<file path="src/sml_map.svh">
// Constants for the subtract, move and logic execution block.
// Assumes an 18-bit instruction word and an 8-bit data path.
//
// Contract
// RQ1: Opcode 00000 writes destination minus source back to the destination, bits 2:0 zero.
// RQ2: Opcode 00001 subtracts the immediate in bits 7:0 from the destination.
// RQ3: Opcode 00010 writes destination minus source minus carry, bits 2:0 zero.
// RQ4: Opcode 00011 writes destination minus immediate minus carry.
// RQ5: Every subtraction sets carry when the result is negative and clears it otherwise.
// RQ6: Every instruction sets zero when all eight result bits are 0 and clears it otherwise.
// RQ7: Opcode 01000 copies the source register into the destination, carry untouched.
// RQ8: Opcode 01001 loads the immediate into the destination, carry untouched.
// RQ9: Opcode 01010 writes destination AND source, carry untouched.
// RQ10: Opcode 01011 writes destination AND immediate, carry untouched.
// RQ11: Opcode 01100 writes destination OR source, carry untouched.
// RQ12: Opcode 01101 writes destination OR immediate, carry untouched.
// RQ13: Opcode 01110 writes destination XOR source, carry untouched.
// RQ14: Opcode 01111 writes destination XOR immediate, carry untouched.
// RQ15: Each instruction, write and flags included, completes in two clock cycles.
// RQ16: Five-bit index fields select one of 32 registers of 8 bits each.
// RQ17: Negative means an unsigned borrow out of the 8-bit subtraction, carry-in included.
`ifndef SML_MAP_SVH
`define SML_MAP_SVH

// Widths and sizes
`define SML_DATA_W     8
`define SML_INDEX_W    5
`define SML_REG_COUNT  32
`define SML_INSTR_W    18

// Opcodes in bits 17:13
`define SML_OP_SUB      5'h00
`define SML_OP_SUB_K    5'h01
`define SML_OP_SUB_B    5'h02
`define SML_OP_SUB_KB   5'h03
`define SML_OP_COPY     5'h08
`define SML_OP_LOAD_K   5'h09
`define SML_OP_AND      5'h0A
`define SML_OP_AND_K    5'h0B
`define SML_OP_OR       5'h0C
`define SML_OP_OR_K     5'h0D
`define SML_OP_XOR      5'h0E
`define SML_OP_XOR_K    5'h0F

// Field of the register forms that must be zero
`define SML_PAD_ZERO    3'h0

// Reset values
`define SML_REG_RESET   8'h00
`define SML_CARRY_RESET 1'b0
`define SML_ZERO_RESET  1'b0

// Cycles from acceptance to completion
`define SML_EXEC_CYCLES 2

`endif

</file>
<file path="src/sml_pkg.sv">
// Types for the subtract, move and logic execution block.
// Assumes sml_map.svh supplies all numeric constants.
`include "sml_map.svh"

package sml_pkg;

    // Instruction word split into opcode, destination and low byte
    typedef struct packed {
        logic [4:0] op;
        logic [4:0] dst;
        logic [7:0] low;
    } sml_instr_s;

    // Flag pair
    typedef struct packed {
        logic carry;
        logic zero;
    } sml_flags_s;

    // Sequencer state
    typedef enum logic {
        ST_IDLE,
        ST_EXEC
    } sml_state_e;

endpackage : sml_pkg

</file>
<file path="src/sml_alu.sv">
// Execution datapath for subtract, move and bitwise logic instructions,
// with its own 32-entry register file and carry and zero flags.
// Assumes the fetch sequencer offers one instruction at a time on mclk
// and waits for the done pulse before offering the next.
`timescale 1ns/1ps
`include "sml_map.svh"

module sml_alu #(
    parameter int DATA_W    = `SML_DATA_W,
    parameter int REG_COUNT = `SML_REG_COUNT
) (
    input  wire logic                       mclk,        // Core clock, 25 MHz
    input  wire logic                       reset,       // Synchronous reset, high
    input  wire logic                       instrValid,  // Instruction offered
    input  wire logic [`SML_INSTR_W-1:0]    instrWord,   // Instruction word
    input  wire logic [`SML_INDEX_W-1:0]    peekIndex,   // Register to observe
    output logic                            busy,        // Instruction in flight
    output logic                            done,        // Completion pulse
    output logic                            illegal,     // Rejected encoding pulse
    output logic [DATA_W-1:0]               result,      // Last result
    output logic                            carryFlag,   // Carry flag
    output logic                            zeroFlag,    // Zero flag
    output logic [DATA_W-1:0]               peekData     // Observed register
);

    ////////////////////////////////////////
    // Declarations
    ////////////////////////////////////////

    sml_pkg::sml_state_e    stateReg;
    sml_pkg::sml_state_e    stateNext;
    sml_pkg::sml_instr_s    instrReg;
    sml_pkg::sml_instr_s    instrNext;
    sml_pkg::sml_instr_s    offered;
    sml_pkg::sml_flags_s    flagsReg;
    sml_pkg::sml_flags_s    flagsNext;
    logic [DATA_W-1:0]      opAReg;
    logic [DATA_W-1:0]      opANext;
    logic [DATA_W-1:0]      opBReg;
    logic [DATA_W-1:0]      opBNext;
    logic [DATA_W-1:0]      resultReg;
    logic [DATA_W-1:0]      resultNext;
    logic                   busyReg;
    logic                   busyNext;
    logic                   doneReg;
    logic                   doneNext;
    logic                   illegalReg;
    logic                   illegalNext;
    logic [DATA_W-1:0]      peekReg;
    logic [DATA_W-1:0]      peekNext;
    logic [DATA_W-1:0]      regVal [REG_COUNT];
    logic [`SML_INDEX_W-1:0] srcIndex;
    logic [DATA_W-1:0]      operandB;
    logic [DATA_W:0]        diffWide;
    logic                   borrowIn;
    logic                   legal;
    logic                   isSub;
    logic [DATA_W-1:0]      aluOut;
    logic                   writeEn;

    // Field view of the offered word; the source index is used at acceptance
    assign offered  = sml_pkg::sml_instr_s'(instrWord);
    assign srcIndex = offered.low[7:3];

    ////////////////////////////////////////
    // Sequencer: accept, then execute
    ////////////////////////////////////////

    // Next state and operand capture
    always_comb
    begin
        stateNext = stateReg;
        instrNext = instrReg;
        opANext   = opAReg;
        opBNext   = opBReg;
        busyNext  = 1'b0;
        unique case (stateReg)
            sml_pkg::ST_IDLE:
            begin
                // RQ15 first of two cycles
                if (instrValid)
                begin
                    instrNext = offered;
                    // RQ16 index selects register
                    opANext   = regVal[offered.dst];
                    opBNext   = regVal[srcIndex];
                    stateNext = sml_pkg::ST_EXEC;
                    busyNext  = 1'b1;
                end
            end
            sml_pkg::ST_EXEC:
            begin
                // Offers seen here are ignored, not queued
                // RQ15 second cycle retires
                stateNext = sml_pkg::ST_IDLE;
            end
        endcase
    end

    // Sequencer registers
    always_ff @(posedge mclk)
    begin
        if (reset)
        begin
            stateReg <= sml_pkg::ST_IDLE;
            instrReg <= '0;
            opAReg   <= `SML_REG_RESET;
            opBReg   <= `SML_REG_RESET;
            busyReg  <= 1'b0;
        end
        else
        begin
            stateReg <= stateNext;
            instrReg <= instrNext;
            opAReg   <= opANext;
            opBReg   <= opBNext;
            busyReg  <= busyNext;
        end
    end

    ////////////////////////////////////////
    // Decode and arithmetic
    ////////////////////////////////////////

    // Second operand: immediate for odd opcodes
    assign operandB = instrReg.op[0] ? instrReg.low : opBReg;
    assign isSub    = (instrReg.op[4:2] == 3'h0);
    // Carry is taken as the previous instruction left it
    // RQ3 borrow forms use carry
    assign borrowIn = instrReg.op[1] & flagsReg.carry;

    // Bit 8 is set exactly when the true difference is negative
    // RQ17 nine-bit unsigned difference
    assign diffWide = {1'b0, opAReg} - {1'b0, operandB}
                      - {{DATA_W{1'b0}}, borrowIn};

    // Operation select and legality
    always_comb
    begin
        legal  = 1'b1;
        aluOut = opAReg;
        unique case (instrReg.op)
            // RQ1 register subtract
            `SML_OP_SUB:    aluOut = diffWide[DATA_W-1:0];
            // RQ2 constant subtract
            `SML_OP_SUB_K:  aluOut = diffWide[DATA_W-1:0];
            // RQ3 register subtract with borrow
            `SML_OP_SUB_B:  aluOut = diffWide[DATA_W-1:0];
            // RQ4 constant subtract with borrow
            `SML_OP_SUB_KB: aluOut = diffWide[DATA_W-1:0];
            // RQ7 register copy
            `SML_OP_COPY:   aluOut = opBReg;
            // RQ8 constant load
            `SML_OP_LOAD_K: aluOut = instrReg.low;
            // RQ9 register AND
            `SML_OP_AND:    aluOut = opAReg & operandB;
            // RQ10 constant AND
            `SML_OP_AND_K:  aluOut = opAReg & operandB;
            // RQ11 register OR
            `SML_OP_OR:     aluOut = opAReg | operandB;
            // RQ12 constant OR
            `SML_OP_OR_K:   aluOut = opAReg | operandB;
            // RQ13 register XOR
            `SML_OP_XOR:    aluOut = opAReg ^ operandB;
            // RQ14 constant XOR
            `SML_OP_XOR_K:  aluOut = opAReg ^ operandB;
            default:        legal  = 1'b0;
        endcase
        // RQ1 register forms need zero pad
        if (!instrReg.op[0] && instrReg.low[2:0] != `SML_PAD_ZERO)
        begin
            legal = 1'b0;
        end
    end

    // A rejected word leaves registers, result and flags as they were
    // Write only on a legal instruction in its second cycle
    assign writeEn = (stateReg == sml_pkg::ST_EXEC) && legal;

    ////////////////////////////////////////
    // Flags, result and completion
    ////////////////////////////////////////

    // Next flag and status values
    always_comb
    begin
        flagsNext   = flagsReg;
        resultNext  = resultReg;
        doneNext    = 1'b0;
        illegalNext = 1'b0;
        if (stateReg == sml_pkg::ST_EXEC)
        begin
            doneNext    = 1'b1;
            illegalNext = !legal;
            if (legal)
            begin
                resultNext = aluOut;
                // RQ6 zero from result
                flagsNext.zero = (aluOut == '0);
                // Only subtracts touch carry; moves and logic keep it
                // RQ5 carry on borrow out
                if (isSub)
                begin
                    flagsNext.carry = diffWide[DATA_W];
                end
            end
        end
    end

    // Flag and status registers
    always_ff @(posedge mclk)
    begin
        if (reset)
        begin
            flagsReg   <= {`SML_CARRY_RESET, `SML_ZERO_RESET};
            resultReg  <= `SML_REG_RESET;
            doneReg    <= 1'b0;
            illegalReg <= 1'b0;
        end
        else
        begin
            flagsReg   <= flagsNext;
            resultReg  <= resultNext;
            doneReg    <= doneNext;
            illegalReg <= illegalNext;
        end
    end

    ////////////////////////////////////////
    // Register file
    ////////////////////////////////////////

    // Operands are read at acceptance, one edge after the last write,
    // so back-to-back dependent instructions see fresh values
    // RQ16 thirty-two 8-bit entries
    for (genvar i = 0; i < REG_COUNT; i++)
    begin : gEntry
        logic [DATA_W-1:0] entryReg;
        logic [DATA_W-1:0] entryNext;

        // Destination write
        always_comb
        begin
            entryNext = entryReg;
            if (writeEn && instrReg.dst == i[`SML_INDEX_W-1:0])
            begin
                entryNext = aluOut;
            end
        end

        // Entry storage
        always_ff @(posedge mclk)
        begin
            if (reset)
            begin
                entryReg <= `SML_REG_RESET;
            end
            else
            begin
                entryReg <= entryNext;
            end
        end

        assign regVal[i] = entryReg;
    end

    ////////////////////////////////////////
    // Observation port
    ////////////////////////////////////////

    // Peek lags the file by one edge, like any registered read
    // Registered read of any entry
    always_comb
    begin
        peekNext = regVal[peekIndex];
    end

    // Observation register
    always_ff @(posedge mclk)
    begin
        if (reset)
        begin
            peekReg <= `SML_REG_RESET;
        end
        else
        begin
            peekReg <= peekNext;
        end
    end

    ////////////////////////////////////////
    // Outputs
    ////////////////////////////////////////

    // Result and flags hold until the next legal instruction
    // All outputs straight from flops
    assign busy      = busyReg;
    assign done      = doneReg;
    assign illegal   = illegalReg;
    assign result    = resultReg;
    assign carryFlag = flagsReg.carry;
    assign zeroFlag  = flagsReg.zero;
    assign peekData  = peekReg;

endmodule : sml_alu

</file>
<file path="config.mk">
export PLATFORM = sky130hd
export DESIGN_NAME = sml_alu
export DESIGN_NICKNAME = d
export VERILOG_FILES = /design/src/sml_pkg.sv /design/src/sml_alu.sv
export VERILOG_INCLUDE_DIRS = /design/src
export SDC_FILE = /design/constraint.sdc
export NUM_CORES = 1
export LEC_CHECK = 0
export CAP_MARGIN = 20
export CORE_ASPECT_RATIO = 1.4
export CORE_UTILIZATION = 50
export DETAILED_ROUTE_END_ITERATION = 8
export DONT_BUFFER_PORTS = 1
export PLACE_DENSITY = 0.74
export SYNTH_ARGS = -nofsm -noshare
export SYNTH_HDL_FRONTEND = slang
export SYNTH_SLANG_ARGS = --single-unit
</file>
<file path="constraint.sdc">
create_clock -name mclk -period 3.95 [get_ports mclk]
set_clock_uncertainty 0.15 [all_clocks]
set_input_delay 0.5925 -clock mclk [delete_from_list [all_inputs] [get_ports mclk]]
set_output_delay 0.5925 -clock mclk [all_outputs]
set_load 0.03 [all_outputs]
</file>
==> impl_metrics.csv, run 1 <==
group,metric,value,unit
clock_network,clkLatencyLatePin,0.60,ns
synthesis,syn_area,18130,µm²
synthesis,yosys_warnings,0,
power,power_leakage,7.108,nW
routing,drtAntennaViolNets,0,
synthesis,syn_avg_cell_area,11.15,µm²
sta,fmax,260.9,MHz
placed_design,dpl.hpwl,32760,µm
floorplan,dieHeight,227.3,µm
power,peakVddDrop,345.8,µV
floorplan,rows,82,
routing,drtIter0Drc,1469,
global_routing,grt_pass1_wl,82760,µm
sta,finalSetupTns,0,ns
synthesis,synth-edff-count,0,
global_routing,gr-usage-met1,32.89,%
final_layout,fillers,2840,
sta,rsz0062_at_grt,"false",
placed_design,gp_congestion,0.9289,
routing,drc,0,
clock_network,clk_path_buf_depth,3,
clock_network,postCtsSetupRepairBufs,0,
final_layout,area_growth,12.73,%
global_routing,grt_use_met2,50.71,%
placed_design,placed_cells,1952,
floorplan,die_x,162.9,µm
critical_path,crit_type,"reg2reg",
clock_network,clock_sinks,311,
clock_network,cts_tree,"yes",
synthesis,yosysUniqueCellTypes,68,
floorplan,initial_core_util,50.77,%
global_routing,first_global_vias,14360,
critical_path,crit_path_end_kind,"flop",
worst_hold_path,min_path_type,"in2reg",
sta,period_share,97.05,%
routing,drt-total-wl,53650,µm
floorplan,fp.dieArea,37030,µm²
synthesis,synthCells,1625,
status,status,"complete, no violations",
global_routing,grt_usage,29.38,%
synthesis,synth_common_cells,"dfxtp_1, nor2_1, mux4_2, a211oi_1, clkbuf_1",
clock_network,htree_levels,1,
final_layout,layout.cells.non_filler,2130,
critical_path,required,4.27,ns
sta,slew_viol_final,0,
sta,tightest_slew,1.113,ns
power,pwr-share-comb,14.9,%
power,share_seq_of_total_power,45.3,%
sta,final_hold_viol_count,0,
sta,post-route-min-period,3.834,ns
power,pwr-share-clk,39.8,%
global_routing,gr-total-overflow,0,
power,power_switching,1.988,mW
routing,drt_first_pass_iters,8,
global_routing,use_met3,5.447,%
clock_network,cts-root-buf,"clkbuf_16",
routing,wl_per_cell,25.19,µm
floorplan,io-pin-count,47,
power,power.internal,5.167,mW
global_routing,gr-max-usage-layer,"met2",
global_routing,grt_max_degree,181,
synthesis,ys_seq_elements,311,
job,drv_cap,0,
sta,setup_viol,0,
critical_path,worst_path_largest_cell_delay,0.57,ns
placed_design,portBuffers,0,
final_layout,drive_gt1_share,22.90,%
critical_path,crit_chain,"mux2_2 -> fa_1 -> inv_1 -> ha_1 -> o21ai_0 -> nand2_1 -> o31ai_1 -> xnor2_1 -> a21oi_2 -> buf_12 -> a211oi_2 -> dlygate4sd3_1",
power,p_sw_share,27.79,%
power,powerDensity,350.2,nW/µm²
global_routing,antenna_found_initial,0,
synthesis,synth_fp_nets,1683,
synthesis,synth_top_area_share,34.35,%
synthesis,yosysTopAreaCell,"dfxtp_1",
clock_network,cts_made_buffers,31,
critical_path,start_kind,"flop",
final_layout,nets,1707,
synthesis,netlist_top_cells_area,"dfxtp_1, mux4_2, a211oi_1",
clock_network,clkTransAtPathRegs,0.06,ns
critical_path,path_max_fanout,33,
routing,avgViaCountPerCell,6.699,
floorplan,core_area,35700,µm²
synthesis,yosysSeqAreaShare,34.35,%
sta,slew_headroom,25.53,%
critical_path,arrival,4.16,ns
synthesis,async_flop_share,0,%
critical_path,crit_slowest_cell,"dlygate4sd3_1",
routing,vias,14270,
synthesis,synthFlopType,"dfxtp_1",
final_layout,diodes,0,
synthesis,synth.most_common_cell,"dfxtp_1",
==> registers in the layout, summed over array words and instances (netlist names) <==
signal           cells
illegal              1
instrReg            18
gEntry.entryReg    256
stateReg             1
carryFlag            1
peekData             8
result               8
zeroFlag             1
opAReg               8
done                 1
opBReg               8
==> per-layer routing <==
layer  wire, µm  share of wire [%]
met1      18450                 34
met2      26740                 50
met3       4348                8.1
met4       4109                7.7
met5          0                  0
==> cell families (layout without fill, tap and decap cells) <==
| logic type | after synthesis | count (layout) | synth area share [%] |
|---|---|---|---|
| AND/OR/NAND/NOR | 458 | 458 | 11.44 |
| multiplexers | 312 | 312 | 33.86 |
| flip-flops | 311 | 311 | 34.35 |
| AO/OA/AOI/OAI | 304 | 304 | 12.48 |
| buffers and inverters | 204 | 247 | 5.384 |
| adder cells (fa/ha/maj) | 32 | 32 | 2.292 |
| XOR/XNOR | 4 | 4 | 0.1933 |
==> layout make-up <==
cell class	count	area [µm²]	area share [%]
Inverter	28	105.1	0.5144
Clock inverter	5	47.55	0.2327
Timing Repair Buffer	167	1605	7.856
Multi-Input combinational cell	1110	10970	53.66
Sequential cell	311	6226	30.47
Clock buffer	47	905.9	4.433
Tap cell	462	578.1	2.829
==> power by group through the flow <==
stage               clock network (mW)  logic, mW  registers [mW]
floorplan                            0      0.893            3.29
global placement                     0      0.956            3.31
detailed placement                   0      0.963            3.31
CTS                               2.87       1.04            3.24
global route                      3.00       1.13            3.25
finish                            2.84       1.07            3.24
==> what timing repair did <==
item / 4_1_cts / 5_1_grt
hold buffers: 124 / 0
gates resized for setup: 0 / 5
endpoints found under the hold margin: 301 / 0
setup endpoints to repair: 0 / 11
==> critical path, delay by kind of cell (launching register included) <==
family	cells	cell delay, ns
AO/OA/AOI/OAI	4	0.91
flip-flops	1	0.36
adder cells (fa/ha/maj)	2	0.69
AND/OR/NAND/NOR	1	0.14
XOR/XNOR	1	0.16
multiplexers	1	0.41
buffers and inverters	3	0.87
==> final timing paths <==
kind,slack (ns),startpoint,to,cells after the start
min,0.03,instrWord[4],instrReg[4],2
max reg2reg,0.12,instrReg[13],gEntry[19].entryReg[5],12
min reg2reg,0.33,instrReg[4],instrReg[4],2
max,0.12,instrReg[13],gEntry[19].entryReg[5],12
==> per-stage QoR <==
stage	total power, mW	instance area [µm²]	setup slack (ns)	util [%]	hold slack, ns
floorplan	4.184	18130	0.8144	-	0.2829
global placement	4.265	18190	0.7518	50.94	0.2897
detailed placement	4.274	18190	0.6976	50.94	0.2986
CTS	7.149	20400	0.1208	57.13	0.006500
global route	7.384	20430	0.02760	57.23	0.007272
finish	7.155	20430	0.1165	57.23	0.03183
==> placed cells by master, fill, tap and decap left out, drive strengths merged, types with 44 or more instances in the layout <==
| master | n |
|---|---|
| nor2 | 323 |
| dfxtp | 311 |
| mux4 | 240 |
| a211oi | 199 |
| dlygate4sd3 | 123 |
| mux2i | 66 |
| nand2 | 61 |
| clkbuf | 47 |
| a21oi | 45 |
| buf | 44 |
Note: power is estimated with default switching activity, not from simulation.
==> run 2: changes to the inputs <==
--- a/config.mk
+++ b/config.mk
@@ -12,5 +12,5 @@
 export DETAILED_ROUTE_END_ITERATION = 8
 export DONT_BUFFER_PORTS = 1
-export PLACE_DENSITY = 0.74
+export PLACE_DENSITY_LB_ADDON = 0.2
 export SYNTH_ARGS = -nofsm -noshare
 export SYNTH_HDL_FRONTEND = slang
--- a/constraint.sdc
+++ b/constraint.sdc
@@ -3,3 +3,3 @@
 set_input_delay 0.5925 -clock mclk [delete_from_list [all_inputs] [get_ports mclk]]
 set_output_delay 0.5925 -clock mclk [all_outputs]
-set_load 0.03 [all_outputs]
+set_load 0.01 [all_outputs]
==> run 2 against run 1 <==
  * Clock power rose by 7.4%
  * Global-route usage rose by 0.93 points
  * Via count fell by 3.2%
  * Sequential share of layout area fell by 0.15 points
  * Combinational power barely moved
  * Final cell count rose by 0.38%
  * Sequential power barely moved
  * Count of clock-buffer cells in the layout rose by 2
  * Worst hold slack got worse by 0.0049 ns
  * Highest routed layer unchanged
==> impl_metrics.csv, run 2 (synthesized netlist as in run 1, its figures left out) <==
group,metric,value,unit
floorplan,initial_core_util,50.77,%
sta,setup_viol,0,
final_layout,layout.cells.non_filler,2138,
critical_path,r2r_setup_slack,0.18,ns
final_layout,largest_reg_flops,256,
placed_design,dpl.hpwl,33890,µm
critical_path,rr_endpoint,"gEntry[29].entryReg[7]",
final_layout,area_growth,13.32,%
global_routing,grt_max_degree,184,
critical_path,required,4.26,ns
critical_path,crit_slowest_cell,"dlygate4sd3_1",
worst_hold_path,holdPathEnd,"peekData[4]",
critical_path,crit_type,"reg2reg",
power,powerDensity,357.9,nW/µm²
sta,slew_headroom,37.93,%
sta,post-route-min-period,3.772,ns
routing,drc,0,
sta,period_share,95.49,%
clock_network,cts-root-buf,"clkbuf_16",
critical_path,start_kind,"flop",
routing,avgViaCountPerCell,6.461,
sta,finalSetupTns,0,ns
global_routing,gr-usage-met1,35.62,%
sta,slew_viol_final,0,
sta,rsz0062_at_grt,"false",
floorplan,core_area,35700,µm²
floorplan,rows,82,
floorplan,fp.dieArea,37030,µm²
final_layout,final_cell_mix,"dfxtp_1, nor2_1, mux4_2",
sta,fmax,265.1,MHz
global_routing,gr-max-usage-layer,"met2",
critical_path,worst_path_largest_cell_delay,0.56,ns
sta,setup_ws,0.1782,ns
floorplan,io-pin-count,47,
clock_network,clk_path_buf_depth,3,
power,pwr-share-comb,14.6,%
routing,drt_first_pass_iters,5,
routing,drtAntennaViolNets,0,
critical_path,worstReg2RegStart,"instrReg[13]",
job,drv_cap,0,
global_routing,antenna_found_initial,0,
routing,wl_per_cell,25.55,µm
worst_hold_path,min_path_type,"in2reg",
clock_network,clkTransAtPathRegs,0.06,ns
global_routing,first_global_vias,14000,
routing,drtIter0Drc,1236,
critical_path,crit_chain,"buf_4 -> mux2i_2 -> ha_1 -> ha_1 -> a211oi_2 -> nor3b_1 -> o311a_1 -> o32a_1 -> buf_6 -> nand2_1 -> a21oi_1 -> dlygate4sd3_1",
power,power_leakage,7.170,nW
power,power_switching,2.004,mW
clock_network,clkLatencyLatePin,0.59,ns
placed_design,dp_slack,0.5216,ns
final_layout,nets,1710,
worst_hold_path,worstHoldStart,"peekIndex[4]",
global_routing,grt_use_met2,53.33,%
critical_path,crit_path_end_kind,"flop",
final_layout,top_register,"gEntry.entryReg",
sta,final_hold_viol_count,0,
final_layout,largestRegisters,"gEntry.entryReg x256, instrReg x18",
clock_network,cts_tree,"yes",
routing,vias,13810,
worst_hold_path,hold_depth,2,
final_layout,final_common_cell,"dfxtp_1",
floorplan,dieHeight,227.3,µm
power,pwr-share-clk,41.5,%
routing,drt-total-wl,54620,µm
final_layout,diodes,0,
global_routing,gr-total-overflow,0,
global_routing,use_met3,4.354,%
global_routing,grt_pass1_wl,83750,µm
critical_path,arrival,4.08,ns
power,peakVddDrop,345.5,µV
clock_network,postCtsSetupRepairBufs,0,
clock_network,htree_levels,1,
power,p_sw_share,27.26,%
critical_path,reg2reg_depth,12,
status,status,"complete, no violations",
clock_network,cts_made_buffers,31,
floorplan,die_x,162.9,µm
sta,tightest_slew,0.9300,ns
power,power.internal,5.348,mW
critical_path,path_max_fanout,33,
final_layout,drive_gt1_share,23.51,%
clock_network,clock_sinks,311,
global_routing,grt_usage,30.31,%
placed_design,gp_congestion,0.9097,
placed_design,portBuffers,0,
critical_path,crit_top_cell,"ha_1",
placed_design,placed_cells,1959,
power,share_seq_of_total_power,43.9,%
[run 2: cell count changes in the layout (fill, tap and decap cells not counted), moves of 2 or more]
cell and change:
buf_4 +4, bufinv_16 +2, clkbuf_8 +3, clkinv_2 +2
clkinv_4 -2, dlygate4sd3_1 -2
[run 2: metrics by stage]
step                      area, µm²  total power, mW  utilization [%]  hold WS (ns)
after floorplan               18130            4.171                -        0.2829
after global placement        18220            4.261            51.03        0.2920
after detailed placement      18230            4.268            51.05        0.2904
after CTS                     20510            7.354            57.43       0.01146
after global routing          20540            7.613            57.53       0.03614
final                         20540            7.352            57.53       0.02689
[run 2: worst max-delay path: cells and delay by family, from the launching register on]
kind	cells	cell delay (ns)
mux	1	0.27
flops	1	0.39
fa+ha+maj	2	0.68
simple gates	2	0.18
compound gates	4	1.01
buf+inv	3	0.98
[run 2: power by group through the flow]
stage	logic [mW]	registers (mW)	clock network [mW]
after floorplan	0.893	3.28	0
after global placement	0.967	3.29	0
after detailed placement	0.972	3.30	0
after CTS	1.04	3.23	3.09
after global routing	1.15	3.23	3.23
final	1.07	3.23	3.05
[run 2: layout make-up]
class / count / area, µm²
Fill cell: 2964 / 15160
Multi-Input combinational cell: 1110 / 10960
Sequential cell: 311 / 6227
Timing Repair Buffer: 170 / 1627
Clock buffer: 49 / 943.4
Tap cell: 462 / 578.1
Inverter: 28 / 105.1
Clock inverter: 8 / 96.34
[run 2: worst max-delay path by stage]
stage	startpoint	to	slack, ns	depth (start not counted)
4_1_cts	instrReg[13]	gEntry[29].entryReg[7]	0.04	12
6_report	instrReg[13]	gEntry[29].entryReg[7]	0.18	12
3_3_place_gp	instrReg[13]	gEntry[23].entryReg[5]	0.53	11
3_5_place_dp	instrReg[13]	gEntry[8].entryReg[5]	0.52	11
5_1_grt	instrReg[13]	gEntry[17].entryReg[3]	0.005	12
2_1_floorplan	instrReg[13]	gEntry[14].entryReg[4]	0.81	11
[run 2: timing repair]
| item | 4_1_cts | 5_1_grt |
|---|---|---|
| setup endpoints to repair | 0 | 54 |
| resized for setup | 0 | 11 |
| endpoints found under the hold margin | 303 | 0 |
| hold buffers | 122 | 0 |
[run 2: routing by layer]
layer	wire length, µm	vias up
met5	0	-
met4	3051	0
met3	3194	160
met2	28060	495
met1	20320	6902
li1	-	6257
